**config.mk**
```make
export PLATFORM = sky130hd
export DESIGN_NAME = msqd_detector
export DESIGN_NICKNAME = d
export VERILOG_FILES = /design/src/hdl/msqd_pkg.sv /design/src/hdl/msqd_sq_if.sv /design/src/hdl/msqd_db_conv.sv /design/src/hdl/msqd_detector.sv /design/src/hdl/msqd_squarer.sv
export SDC_FILE = /design/constraint.sdc
export NUM_CORES = 2
export LEC_CHECK = 0
export ABC_AREA = 0
export BUFFER_PORTS_ARGS = -buffer_cell sky130_fd_sc_hd__buf_2
export CAP_MARGIN = 20
export CORE_MARGIN = 3
export CORE_UTILIZATION = 63
export DETAILED_ROUTE_END_ITERATION = 8
export HOLD_SLACK_MARGIN = 0.12
export PLACE_DENSITY_LB_ADDON = 0.3
export SETUP_SLACK_MARGIN = 0.02
export SLEW_MARGIN = 40
export SYNTH_ARGS = -nofsm -noshare
export SYNTH_HDL_FRONTEND = slang
export SYNTH_SLANG_ARGS = --single-unit
```
**constraint.sdc**
```tcl
create_clock -name pclk -period 12 [get_ports pclk]
set_clock_uncertainty 0.15 [all_clocks]
set_input_delay 1.2 -clock pclk [delete_from_list [all_inputs] [get_ports pclk]]
set_output_delay 1.2 -clock pclk [all_outputs]
set_load 0.01 [all_outputs]
```
**src/hdl/msqd_pkg.sv**
```systemverilog
// Shared constants, register map and helper functions for the sum-of-squares detector
package msqd_pkg;
	// Clock and timing
	localparam int unsigned CLK_HZ        = 20_000_000;
	localparam int unsigned COARSE_NS     = 1000;          // Coarse-range decision delay
	localparam int unsigned COARSE_CYC    = (COARSE_NS * (CLK_HZ / 1_000_000) + 999) / 1000;
	localparam int unsigned BAND_US       = 1000;          // Scope modes: one band per ms
	localparam int unsigned BAND_CYC      = BAND_US * (CLK_HZ / 1_000_000);
	localparam int unsigned MAX_BAND_RATE = 360;           // Bands per second, recorder/printer
	localparam int unsigned REC_CYC       = (CLK_HZ + MAX_BAND_RATE - 1) / MAX_BAND_RATE;
	localparam int unsigned PASSES_1S     = 1024;          // Scans per channel in 1 s

	// Multiplexer geometry: 8 rows by 6 columns
	localparam int unsigned MUX_COLS    = 6;
	localparam int unsigned NUM_CHAN    = 45;
	localparam logic [5:0]  CH_UNUSED   = 6'h2d;
	localparam logic [5:0]  CH_ZERO_CAL = 6'h2e;           // Grounded input
	localparam logic [5:0]  CH_FS_CAL   = 6'h2f;           // Precise dc, 60 dB full scale
	localparam int unsigned NUM_ADDR    = 48;

	// Number formats
	localparam int unsigned SMP_W   = 12;                  // Signed sample width
	localparam int unsigned MANT_W  = 15;
	localparam int unsigned EXP_W   = 6;
	localparam int unsigned GAIN_SH = 7;                   // Coarse range gain ratio, 2^7
	localparam logic [10:0] SAT_MAG = 11'h7ff;

	// Decibel conversion, quarter-dB units
	localparam logic [13:0] EXP_DB_K = 14'h3029;           // 3.01 dB * 4 * 1024
	localparam logic [10:0] DB_REF_Q = 11'h0b0;
	localparam logic [5:0]  EXP_OVL  = 6'h2a;              // Largest in-range exponent

	// APB register map
	localparam logic [7:0] OFS_CTRL   = 8'h00;
	localparam logic [7:0] OFS_CONFIG = 8'h04;
	localparam logic [7:0] OFS_STATUS = 8'h08;
	localparam logic [7:0] OFS_RESULT = 8'h0c;

	// CTRL fields
	localparam int unsigned CTRL_MEAS  = 0;
	localparam int unsigned CTRL_OUT   = 1;
	localparam int unsigned CTRL_IT_LO = 2;
	localparam int unsigned CTRL_MD_LO = 4;
	// CONFIG fields
	localparam int unsigned CFG_LAST_LO = 0;
	localparam int unsigned CFG_OFS_LO  = 8;
	localparam int unsigned CFG_DR_LO   = 16;
	// Reset values
	localparam logic [5:0] RST_LAST = 6'h2c;
	localparam logic [7:0] RST_DR   = 8'h0a;

	// Display / output modes
	typedef enum logic [2:0] {
		MSQD_LIVE, MSQD_STORE_ERASE, MSQD_STORE_KEEP, MSQD_XY_PLOT, MSQD_PRINTER
	} msqd_mode_t;

	// Position of the leading one of a 15-bit value
	function automatic logic [3:0] lead_pos(input logic [14:0] v);
		lead_pos = 4'h0;
		for (int i = 0; i < 15; i++) begin
			if (v[i])
				lead_pos = 4'(i);
		end
	endfunction
endpackage

```
**src/hdl/msqd_sq_if.sv**
```systemverilog
// Carrier between the sample squarer and the detector core
`timescale 1ns/1ns
`default_nettype none
interface msqd_sq_if;
	logic signed [msqd_pkg::SMP_W-1:0]  smp_hi;   // High-gain sample
	logic signed [msqd_pkg::SMP_W-1:0]  smp_lo;   // Low-gain sample
	logic        [msqd_pkg::MANT_W-1:0] sq_mant;
	logic        [msqd_pkg::EXP_W-1:0]  sq_exp;
	logic                               coarse;   // Low-gain sample chosen

	modport conv (input smp_hi, input smp_lo, output sq_mant, output sq_exp, output coarse);
	modport core (output smp_hi, output smp_lo, input sq_mant, input sq_exp, input coarse);
endinterface
`default_nettype wire

```
**src/hdl/msqd_db_conv.sv**
```systemverilog
// Sum-of-squares to decibels (no square root) and binary to BCD conversion
`timescale 1ns/1ns
`default_nettype none
module msqd_db_conv (
	input  wire logic [14:0] sum_mant,
	input  wire logic [5:0]  sum_exp,
	input  wire logic [10:0] db_sum,
	input  wire logic [7:0]  range_ofs,
	input  wire logic        ovl_in,
	output logic      [3:0]  mant_q,
	output logic      [10:0] exp_q,
	output logic             ovl,
	output logic      [9:0]  level_q,
	output logic      [11:0] bcd
);
	logic [3:0]  pos;
	logic [14:0] norm;
	logic [6:0]  n;
	logic [20:0] prod;
	logic [10:0] rel;
	logic [8:0]  whole;
	logic [11:0] d;

	assign pos  = msqd_pkg::lead_pos(sum_mant);
	assign norm = sum_mant << (4'he - pos);
	assign n    = 7'(sum_exp) + 7'(pos);
	assign prod = 21'(n) * 21'(msqd_pkg::EXP_DB_K);
	assign ovl  = (sum_exp > msqd_pkg::EXP_OVL);

	// Mantissa part: mantissa_decibel_lookup from the three bits below the leading one
	always_comb begin
		case (norm[13:11])
			3'h0: mant_q = 4'h0;
			3'h1: mant_q = 4'h2;
			3'h2: mant_q = 4'h4;
			3'h3: mant_q = 4'h5;
			3'h4: mant_q = 4'h7;
			3'h5: mant_q = 4'h8;
			3'h6: mant_q = 4'h9;
			default: mant_q = 4'hb;
		endcase
	end
	// Exponent part: power of two times 3.01 dB; empty sums give nothing
	assign exp_q = (sum_mant == 15'h0000) ? 11'h000 : prod[20:10];

	// Reference shift, clamped at zero; the analog level never carries the range offset
	assign rel     = (db_sum > msqd_pkg::DB_REF_Q) ? (db_sum - msqd_pkg::DB_REF_Q) : 11'h000;
	assign level_q = (rel > 11'h3ff) ? 10'h3ff : rel[9:0];
	assign whole   = 9'(level_q[9:2]) + 9'(range_ofs);

	// Double dabble to 1-2-4-8 digits
	always_comb begin
		d = 12'h000;
		for (int i = 8; i >= 0; i--) begin
			if (d[3:0] > 4'h4) d[3:0] = d[3:0] + 4'h3;
			if (d[7:4] > 4'h4) d[7:4] = d[7:4] + 4'h3;
			if (d[11:8] > 4'h4) d[11:8] = d[11:8] + 4'h3;
			d = {d[10:0], whole[i]};
		end
		// Overload shows as 800-some or 900-some
		if (ovl_in)
			bcd = {(d[11:8] != 4'h0) ? 4'h9 : 4'h8, d[7:0]};
		else
			bcd = d;
	end
endmodule
`default_nettype wire

```
**src/hdl/msqd_detector.sv**
```systemverilog
// Multichannel sum-of-squares detector core with APB register slave
//
// Chosen here: the address map and the APB interface to the registers.
`timescale 1ns/1ns
`default_nettype none
module msqd_detector #(
	parameter int unsigned BAND_CYC  = msqd_pkg::BAND_CYC,
	parameter int unsigned REC_CYC   = msqd_pkg::REC_CYC,
	parameter int unsigned PASSES_1S = msqd_pkg::PASSES_1S
) (
	input  wire logic                     pclk,
	input  wire logic                     presetn,
	input  wire logic                     psel,
	input  wire logic                     penable,
	input  wire logic                     pwrite,
	input  wire logic [7:0]               paddr,
	input  wire logic [31:0]              pwdata,
	output logic      [31:0]              prdata,
	output logic                          pready,
	output logic                          pslverr,
	input  wire logic signed [msqd_pkg::SMP_W-1:0] smp_hi,
	input  wire logic signed [msqd_pkg::SMP_W-1:0] smp_lo,
	output logic      [2:0]               mux_row,
	output logic      [2:0]               mux_col,
	output logic                          hold_take,
	output logic      [11:0]              band_bcd,
	output logic      [9:0]               band_level,
	output logic      [5:0]               band_chan,
	output logic                          band_stb,
	output logic      [11:0]              disp_bcd,
	output logic      [9:0]               disp_level,
	output logic                          disp_stb
);
	typedef enum {
		S_IDLE, S_CLR, S_HOLD, S_WAITC, S_LOAD, S_CMP, S_ALIGN, S_ADD, S_NORM, S_WB,
		S_ORD, S_OSPLIT, S_OSUM, S_OEMIT, S_OPACE
	} msqd_state_t;

	msqd_state_t state_r;
	msqd_sq_if   sq ();

	// Control and configuration
	logic [1:0]  itime_r;
	logic [2:0]  mode_r;
	logic [5:0]  last_ch_r;
	logic [7:0]  range_ofs_r;
	logic [7:0]  disp_rate_r;
	logic        done_r;
	logic        ovl_seen_r;
	// Datapath
	logic [20:0] mem_r [msqd_pkg::NUM_ADDR];
	logic [15:0] acc_m_r;
	logic [5:0]  acc_e_r;
	logic [14:0] buf_m_r;
	logic [5:0]  buf_e_r;
	logic [5:0]  ch_r;
	logic [10:0] pass_r;
	logic [16:0] wait_r;
	logic        ovl_r;
	// Results
	logic [11:0] bcd_r;
	logic [9:0]  level_r;
	logic [24:0] disp_cnt_r;
	logic signed [msqd_pkg::SMP_W-1:0] hi_r;
	logic signed [msqd_pkg::SMP_W-1:0] lo_r;

	logic        wr_en;
	logic        rd_en;
	logic        start_meas;
	logic        start_out;
	logic        clr_done;
	logic        print_mode;
	logic [10:0] passes;
	logic [5:0]  scaled_e;
	logic [3:0]  mant_q;
	logic [10:0] exp_q;
	logic        ovl_now;
	logic [9:0]  level_now;
	logic [11:0] bcd_now;
	logic [24:0] disp_period;

	// APB slave: zero wait states, single-cycle access phase
	assign pready     = 1'b1;
	assign wr_en      = psel && penable && pwrite;
	assign rd_en      = psel && penable && !pwrite;
	assign start_meas = wr_en && (paddr == msqd_pkg::OFS_CTRL) && pwdata[msqd_pkg::CTRL_MEAS];
	assign start_out  = wr_en && (paddr == msqd_pkg::OFS_CTRL) && pwdata[msqd_pkg::CTRL_OUT];
	assign clr_done   = wr_en && (paddr == msqd_pkg::OFS_STATUS) && pwdata[2];
	assign print_mode = (mode_r == 3'(msqd_pkg::MSQD_XY_PLOT))
		|| (mode_r == 3'(msqd_pkg::MSQD_PRINTER));

	// Unmapped addresses answer with an error and zero data
	always_comb begin
		prdata  = 32'h0000_0000;
		pslverr = 1'b0;
		case (paddr)
			msqd_pkg::OFS_CTRL:
				prdata = {25'h0, mode_r, itime_r, 2'b00};
			msqd_pkg::OFS_CONFIG:
				prdata = {8'h00, disp_rate_r, range_ofs_r, 2'b00, last_ch_r};
			msqd_pkg::OFS_STATUS:
				prdata = {28'h0, ovl_seen_r, done_r,
					(state_r >= S_ORD), (state_r != S_IDLE) && (state_r < S_ORD)};
			msqd_pkg::OFS_RESULT:
				prdata = {4'h0, level_r, ch_r, bcd_r};
			default:
				pslverr = psel && penable;
		endcase
	end

	// Configuration registers, only written while the core is idle
	always_ff @(posedge pclk or negedge presetn) begin
		if (!presetn) begin
			itime_r     <= 2'b00;
			mode_r      <= 3'b000;
			last_ch_r   <= msqd_pkg::RST_LAST;
			range_ofs_r <= 8'h00;
			disp_rate_r <= msqd_pkg::RST_DR;
		end else if (wr_en && state_r == S_IDLE) begin
			if (paddr == msqd_pkg::OFS_CTRL) begin
				itime_r <= pwdata[msqd_pkg::CTRL_IT_LO +: 2];
				mode_r  <= pwdata[msqd_pkg::CTRL_MD_LO +: 3];
			end
			if (paddr == msqd_pkg::OFS_CONFIG) begin
				last_ch_r   <= pwdata[msqd_pkg::CFG_LAST_LO +: 6];
				range_ofs_r <= pwdata[msqd_pkg::CFG_OFS_LO +: 8];
				disp_rate_r <= pwdata[msqd_pkg::CFG_DR_LO +: 8];
			end
		end
	end

	// Done and overload flags: hardware set beats software clear
	always_ff @(posedge pclk or negedge presetn) begin
		if (!presetn) begin
			done_r     <= 1'b0;
			ovl_seen_r <= 1'b0;
		end else begin
			if (state_r == S_OPACE && wait_r == 17'h0 && ch_r == last_ch_r)
				done_r <= 1'b1;
			else if (clr_done)
				done_r <= 1'b0;
			if (state_r == S_OEMIT && ovl_r)
				ovl_seen_r <= 1'b1;
			else if (clr_done)
				ovl_seen_r <= 1'b0;
		end
	end

	assign passes = 11'(PASSES_1S) >> itime_r;
	// Multiply by 2, 4 or 8 through the exponent
	assign scaled_e = buf_e_r + 6'(itime_r);

	// Matrix address, calibration inputs sit above 44
	// Addresses 46 and 47 reach the calibration inputs
	assign mux_row = 3'(ch_r / 6'(msqd_pkg::MUX_COLS));
	assign mux_col = 3'(ch_r % 6'(msqd_pkg::MUX_COLS));
	assign hold_take = (state_r == S_HOLD);

	// Held samples go to the squarer only after the coarse decision settles
	assign sq.smp_hi = hi_r;
	assign sq.smp_lo = lo_r;
	// Polarity and squaring done in the converter
	// Square returned as mantissa and exponent
	msqd_squarer u_sq (
		.sq (sq)
	);

	// Decibel parts from mantissa and exponent
	msqd_db_conv u_db (
		.sum_mant  (buf_m_r),
		.sum_exp   (scaled_e),
		.db_sum    (acc_m_r[10:0]),
		.range_ofs (range_ofs_r),
		.ovl_in    (ovl_r),
		.mant_q    (mant_q),
		.exp_q     (exp_q),
		.ovl       (ovl_now),
		.level_q   (level_now),
		.bcd       (bcd_now)
	);

	// Sequencer: gather phase or output phase, each started from idle
	always_ff @(posedge pclk or negedge presetn) begin
		if (!presetn) begin
			state_r <= S_IDLE;
			ch_r    <= 6'h00;
			pass_r  <= 11'h000;
			wait_r  <= 17'h0;
		end else begin
			case (state_r)
				S_IDLE: begin
					ch_r   <= 6'h00;
					pass_r <= 11'h000;
					if (start_meas)
						state_r <= S_CLR;
					else if (start_out)
						state_r <= S_ORD;
				end
				S_CLR:
					state_r <= S_HOLD;
				S_HOLD: begin
					wait_r  <= 17'(msqd_pkg::COARSE_CYC - 1);
					state_r <= S_WAITC;
				end
				S_WAITC: begin
					if (wait_r == 17'h0)
						state_r <= S_LOAD;
					else
						wait_r <= wait_r - 17'h1;
				end
				S_LOAD:
					state_r <= S_CMP;
				S_CMP:
					state_r <= S_ALIGN;
				S_ALIGN: begin
					if (acc_e_r == buf_e_r)
						state_r <= S_ADD;
				end
				S_ADD:
					state_r <= S_NORM;
				S_NORM:
					state_r <= S_WB;
				// Next channel, next scan, or finished
				S_WB: begin
					state_r <= S_HOLD;
					if (ch_r == last_ch_r) begin
						ch_r <= 6'h00;
						if (pass_r == passes - 11'h1)
							state_r <= S_IDLE;
						else
							pass_r <= pass_r + 11'h1;
					end else begin
						ch_r <= ch_r + 6'h01;
					end
				end
				S_ORD:
					state_r <= S_OSPLIT;
				S_OSPLIT:
					state_r <= S_OSUM;
				S_OSUM:
					state_r <= S_OEMIT;
				// Scope modes pace one band per ms
				// Recorder and printer pace at 360 per s
				S_OEMIT: begin
					wait_r  <= print_mode ? 17'(REC_CYC - 1) : 17'(BAND_CYC - 1);
					state_r <= S_OPACE;
				end
				S_OPACE: begin
					if (wait_r != 17'h0) begin
						wait_r <= wait_r - 17'h1;
					end else if (ch_r == last_ch_r) begin
						state_r <= S_IDLE;
					end else begin
						ch_r    <= ch_r + 6'h01;
						state_r <= S_ORD;
					end
				end
				default:
					state_r <= S_IDLE;
			endcase
		end
	end

	// Both samples are captured together when the coarse wait ends
	always_ff @(posedge pclk or negedge presetn) begin
		if (!presetn) begin
			hi_r <= '0;
			lo_r <= '0;
		end else if (state_r == S_WAITC && wait_r == 17'h0) begin
			hi_r <= smp_hi;
			lo_r <= smp_lo;
		end
	end

	// Accumulator and memory buffer
	always_ff @(posedge pclk or negedge presetn) begin
		if (!presetn) begin
			acc_m_r <= 16'h0000;
			acc_e_r <= 6'h00;
			buf_m_r <= 15'h0000;
			buf_e_r <= 6'h00;
			ovl_r   <= 1'b0;
		end else begin
			case (state_r)
				// Square and stored sum load together
				S_LOAD: begin
					acc_m_r <= {1'b0, sq.sq_mant};
					acc_e_r <= sq.sq_exp;
					{buf_m_r, buf_e_r} <= mem_r[ch_r];
				end
				// Smaller exponent must sit in accumulator
				S_CMP: begin
					if (buf_e_r < acc_e_r) begin
						acc_m_r <= {1'b0, buf_m_r};
						acc_e_r <= buf_e_r;
						buf_m_r <= acc_m_r[14:0];
						buf_e_r <= acc_e_r;
					end
				end
				// One place per cycle until aligned
				S_ALIGN: begin
					if (acc_e_r != buf_e_r) begin
						acc_m_r <= acc_m_r >> 1;
						acc_e_r <= acc_e_r + 6'h01;
					end
				end
				S_ADD:
					acc_m_r <= acc_m_r + {1'b0, buf_m_r};
				// Carry into bit 15 costs one shift
				S_NORM: begin
					if (acc_m_r[15]) begin
						acc_m_r <= acc_m_r >> 1;
						acc_e_r <= acc_e_r + 6'h01;
					end
				end
				S_ORD:
					{buf_m_r, buf_e_r} <= mem_r[ch_r];
				// Both decibel parts loaded at once
				S_OSPLIT: begin
					buf_m_r <= {11'h000, mant_q};
					buf_e_r <= 6'h00;
					acc_m_r <= {5'h00, exp_q};
					ovl_r   <= ovl_now;
				end
				S_OSUM:
					acc_m_r <= acc_m_r + {1'b0, buf_m_r};
				default: begin
				end
			endcase
		end
	end

	// Channel memory: cleared per measurement, written after each add
	always_ff @(posedge pclk or negedge presetn) begin
		if (!presetn) begin
			for (int i = 0; i < msqd_pkg::NUM_ADDR; i++)
				mem_r[i] <= 21'h0;
		end else if (state_r == S_CLR) begin
			for (int i = 0; i < msqd_pkg::NUM_ADDR; i++)
				mem_r[i] <= 21'h0;
		end else if (state_r == S_WB) begin
			mem_r[ch_r] <= {acc_m_r[14:0], acc_e_r};
		end else if (state_r == S_OSPLIT) begin
			mem_r[ch_r] <= {buf_m_r, buf_e_r};
		end
	end

	// Band results for recorder, printer and scope
	always_ff @(posedge pclk or negedge presetn) begin
		if (!presetn) begin
			bcd_r      <= 12'h000;
			level_r    <= 10'h000;
			band_bcd   <= 12'h000;
			band_level <= 10'h000;
			band_chan  <= 6'h00;
			band_stb   <= 1'b0;
		end else begin
			band_stb <= (state_r == S_OEMIT);
			if (state_r == S_OEMIT) begin
				// Range offset included in the digits
				bcd_r      <= bcd_now;
				level_r    <= level_now;
				band_bcd   <= bcd_now;
				band_level <= level_now;
				band_chan  <= ch_r;
			end
		end
	end

	// Display feed: follows every band in scope modes, own rate otherwise
	assign disp_period = 25'(disp_rate_r) * 25'(BAND_CYC);
	always_ff @(posedge pclk or negedge presetn) begin
		if (!presetn) begin
			disp_cnt_r <= 25'h0;
			disp_bcd   <= 12'h000;
			disp_level <= 10'h000;
			disp_stb   <= 1'b0;
		end else begin
			disp_stb <= 1'b0;
			if (!print_mode) begin
				disp_cnt_r <= 25'h0;
				if (state_r == S_OEMIT) begin
					disp_stb   <= 1'b1;
					disp_bcd   <= bcd_now;
					disp_level <= level_now;
				end
			end else if (disp_cnt_r >= disp_period) begin
				disp_cnt_r <= 25'h0;
				disp_stb   <= 1'b1;
				disp_bcd   <= bcd_r;
				disp_level <= level_r;
			end else begin
				disp_cnt_r <= disp_cnt_r + 25'h1;
			end
		end
	end
endmodule
`default_nettype wire

```
**src/hdl/msqd_squarer.sv**
```systemverilog
// Coarse/fine floating-point conversion and squaring of one held sample pair
`timescale 1ns/1ns
`default_nettype none
module msqd_squarer (
	msqd_sq_if.conv sq
);
	logic [10:0] mag_hi;
	logic [10:0] mag_lo;
	logic [10:0] mag;
	logic [3:0]  pos;
	logic [3:0]  m4;
	logic [14:0] wide;

	// Polarity inversion so the converter only sees positive magnitudes
	always_comb begin
		mag_hi = sq.smp_hi[11] ? 11'((~sq.smp_hi) + 12'h001) : sq.smp_hi[10:0];
		mag_lo = sq.smp_lo[11] ? 11'((~sq.smp_lo) + 12'h001) : sq.smp_lo[10:0];
	end

	// Coarse range: high gain unless it sits at its limit
	assign sq.coarse = (mag_hi >= msqd_pkg::SAT_MAG);
	assign mag       = sq.coarse ? mag_lo : mag_hi;

	// Fine range finds the 2:1 group, then three more bits form the mantissa
	assign wide = {4'h0, mag};
	assign pos  = msqd_pkg::lead_pos(wide);
	always_comb begin
		if (pos >= 4'h3)
			m4 = 4'(mag >> (pos - 4'h3));
		else
			m4 = 4'(mag << (4'h3 - pos));
	end

	// Square: mantissa squared, exponent doubled, zero stays zero
	always_comb begin
		if (mag == 11'h000) begin
			sq.sq_mant = 15'h0000;
			sq.sq_exp  = 6'h00;
		end else begin
			sq.sq_mant = {7'h00, 8'(m4 * m4)};
			sq.sq_exp  = 6'({1'b0, pos} + (sq.coarse ? 5'(msqd_pkg::GAIN_SH) : 5'h00)) << 1;
		end
	end
endmodule
`default_nettype wire

```
==> impl_metrics.py <==
metrics = {
    "yosys": {
        "yosysTopAreaCell": "dfrtp_1",
        "syn_inst": 6739,
        "synth_area_leaders": "dfrtp_1, o21ai_0, nand2_1, ha_1, clkbuf_1",
        "synth-seq-cells": 1220,
        "netlist.area_leader.share_pct": 49.6,
        "ys_warn_count": 0,
        "synth_flop_cell": "dfrtp_1",
        "synth_common_cells": "o21ai_0, nand2_1, dfrtp_1",
        "synth.yosys.seq_area_share_pct": 49.8,
        "avgSynthCellArea_um2": 9.10,
        "syn_area_mm2": 0.0613,
        "async_flop_share_pct": 100,
        "synthDistinctLibCells": 104,
        "synthMostInstantiatedCell": "o21ai_0",
        "synth-edff-count": 0,
    },
    "worst_setup_path": {
        "critPathKind": "reg -> reg",
        "critPathTopFamily": "simple AND/OR/NAND/NOR gates",
        "cp_common_cell": "ha_1",
        "endpoint_kind": "register",
        "cp_max_fo": 8,
        "worstSetupStartpointType": "register",
        "critPathSlowestCell": "dfrtp_1",
        "cp_num_buf_inv": 4,
        "worstPathArrival_ns": 10.08,
        "worstPathRequired_ns": 12.48,
        "cpPeakStageDelay_ns": 0.49,
    },
    "cts": {
        "cts_tree": "done",
        "path_clk_slew_ns": 0.07,
        "postCtsSetupRepairBufs": 0,
        "cts_htree_levels": 4,
        "clk_path_buf_depth": 3,
        "clkSinkCount": 1220,
        "clock_latency_ns": 0.76,
        "root_buffer": "clkbuf_16",
        "cts_resized": 0,
        "numCtsBuffers": 131,
        "cts_hold_buf": 0,
    },
    "pwr": {
        "leakage_uw": 0.0296,
        "seq_power_share_pct": 48.6,
        "power_density_mw_per_mm2": 125,
        "comb_power_share_pct": 3.5,
        "power.share.clock_pct": 47.9,
        "netSwitchingFraction_pct": 22.7,
        "vdd_drop_max_uv": 130,
        "internal_power_uw": 6550,
        "p_switching_uw": 1930,
    },
    "global_route": {
        "grt_pass1_wl_um": 313000,
        "grt_use_total_pct": 39.7,
        "antenna_found_initial": 6,
        "first_global_vias": 53100,
        "grt_overflow_total": 0,
        "grt_start_max_net_pins": 170,
    },
    "placement": {
        "io_buffers": 147,
        "gp_congestion": 0.942,
        "place_hpwl_um": 122000,
    },
    "cells_and_area": {
        "drive_gt1_share_pct": 11.3,
        "nFillCells": 7022,
        "synthToLayoutAreaGrowth_pct": 10.4,
        "layout.nets": 6864,
    },
    "sta": {
        "finalCritPeriodShare_pct": 80.0,
        "tightestPinTransition_ns": 1.02,
        "maxSlewHeadroom_pct": 31.2,
        "rsz0062_at_grt": "no",
        "whs_ns": 0.158,
        "fmax_ghz": 0.104,
        "period_minus_slack_ns": 9.59,
        "setup_viol": 0,
        "fin_setup_tns_ns": 0,
        "drv_slew": 0,
        "hold_violations": 0,
    },
    "die": {
        "num_rows": 113,
        "io_pins": 162,
        "start_util_pct": 64.0,
        "dieArea_mm2": 0.101,
        "die_h_um": 318,
        "die_w_um": 318,
        "core_area_mm2": 0.0957,
    },
    "routing": {
        "via_count": 54700,
        "postRouteAntennaNets": 0,
        "wl_um": 203000,
        "wl_per_cell_um": 25.5,
        "via_per_inst": 6.87,
        "drtPass1Iterations": 7,
        "drt_iter0_markers": 7216,
        "drc": 0,
    },
    "outcome": {
        "status": "completed",
    },
    "min_path": {
        "hp-class": "in -> async",
    },
    "flow_run": {
        "drv_cap": 0,
    },
}
[state kept, by name, summed over array words and instances (netlist names), 2 cells and up]
name / flops
disp_bcd: 12
disp_level: 10
disp_cnt_r: 25
buf_e_r: 6
lo_r: 12
acc_e_r: 6
acc_m_r: 16
mode_r: 3
band_chan: 6
pass_r: 11
wait_r: 17
bcd_r: 12
range_ofs_r: 8
level_r: 10
hi_r: 12
state_r: 4
disp_rate_r: 8
ch_r: 6
buf_m_r: 15
last_ch_r: 6
itime_r: 2
mem_r: 1008
[metrics by stage]
stage	utilization [%]	setup slack, ns	cells	area [µm²]	power (µW)
floorplan	-	3.70	6743	61300	4340
global placement	65.8	2.66	7717	63000	4480
detailed placement	66.0	2.50	7721	63200	4490
CTS	70.5	2.46	7949	67500	8480
global route	70.7	1.67	7954	67700	8700
finish	70.7	2.41	7957	67700	8480
[final timing paths]
| kind | start | to | slack (ns) | cells past startpoint |
|---|---|---|---|---|
| max | acc_m_r[4] | disp_bcd[5] | 2.41 | 39 |
| min | presetn | mem_r[253] | 0.16 | 1 |
| max reg2reg | acc_m_r[4] | disp_bcd[5] | 2.41 | 39 |
| min reg2reg | mem_r[233] | mem_r[233] | 0.33 | 2 |
| max in group asynchronous | presetn | mem_r[444] | 8.89 | 6 |
| min in group pclk | mem_r[233] | mem_r[233] | 0.33 | 2 |
[layer usage]
metal / global-route usage (%) / part of all wire, % / vias to the layer above / routed length [µm]
met1: 52.0 / 36 / 26500 / 73700
met5: 0.567 / 0.046 / - / 93
met2: 58.1 / 43 / 3947 / 87300
li1: - / - / 23300 / -
met4: 22.0 / 6.4 / 4 / 13000
met3: 13.5 / 14 / 869 / 28800
[power by group through the flow]
| stage | clock (µW) | sequential [µW] | combinational [µW] |
|---|---|---|---|
| CTS | 4060 | 4130 | 295 |
| floorplan | 0 | 4200 | 145 |
| finish | 4060 | 4130 | 298 |
| global route | 4240 | 4120 | 330 |
| global placement | 0 | 4200 | 285 |
| detailed placement | 0 | 4200 | 294 |
[layout make-up]
class / instances / area, µm² / share of cell area (%)
multi-input cells: 4817 / 28700 / 42.5
flip-flops and latches: 1220 / 30600 / 45.1
inverters: 142 / 533 / 0.787
diodes: 3 / 7.51 / 0.0111
clock buffers: 192 / 3860 / 5.71
clock inverters: 36 / 407 / 0.601
repair buffers: 282 / 2000 / 2.95
well taps: 1265 / 1580 / 2.34
[cells in the final DEF (no fill, tap or decap), types with 14 or more instances in the layout]
| cell type | n |
|---|---|
| a21o_1 | 24 |
| a21oi_1 | 278 |
| a221oi_1 | 81 |
| a222oi_1 | 16 |
| a22o_1 | 27 |
| a22oi_1 | 236 |
| a31oi_1 | 58 |
| and3_1 | 18 |
| buf_2 | 145 |
| buf_4 | 119 |
| clkbuf_1 | 30 |
| clkbuf_16 | 135 |
| clkbuf_8 | 27 |
| clkinv_2 | 14 |
| dfrtp_1 | 1209 |
| fa_1 | 19 |
| ha_1 | 182 |
| inv_1 | 137 |
| mux2_2 | 80 |
| mux2i_1 | 94 |
| mux2i_4 | 15 |
| mux4_2 | 29 |
| nand2_1 | 1284 |
| nand2_2 | 32 |
| nand2b_1 | 21 |
| nand3_1 | 93 |
| nand4_1 | 48 |
| nor2_1 | 334 |
| nor2b_1 | 24 |
| nor3_1 | 48 |
| nor4_1 | 15 |
| o211ai_1 | 19 |
| o21ai_0 | 1270 |
| o21ai_1 | 31 |
| o21ai_2 | 22 |
| o21bai_1 | 25 |
| o31ai_1 | 17 |
| xnor2_1 | 73 |
| xor2_1 | 56 |
[cells by family (layout without fill, tap and decap cells)]
logic type	count (synthesis)	count (layout)	synth area share [%]
AND/OR/NAND/NOR	2004	2004	13.5
flip-flops	1220	1220	49.8
buffers and inverters	706	652	4.39
AO/OA/AOI/OAI	2247	2247	21.5
other	2	9	0.0123
XOR/XNOR	136	136	2.04
adder cells (fa/ha/maj)	202	202	4.35
multiplexers	222	222	4.40
No activity file was read; power rests on OpenSTA's default activity.
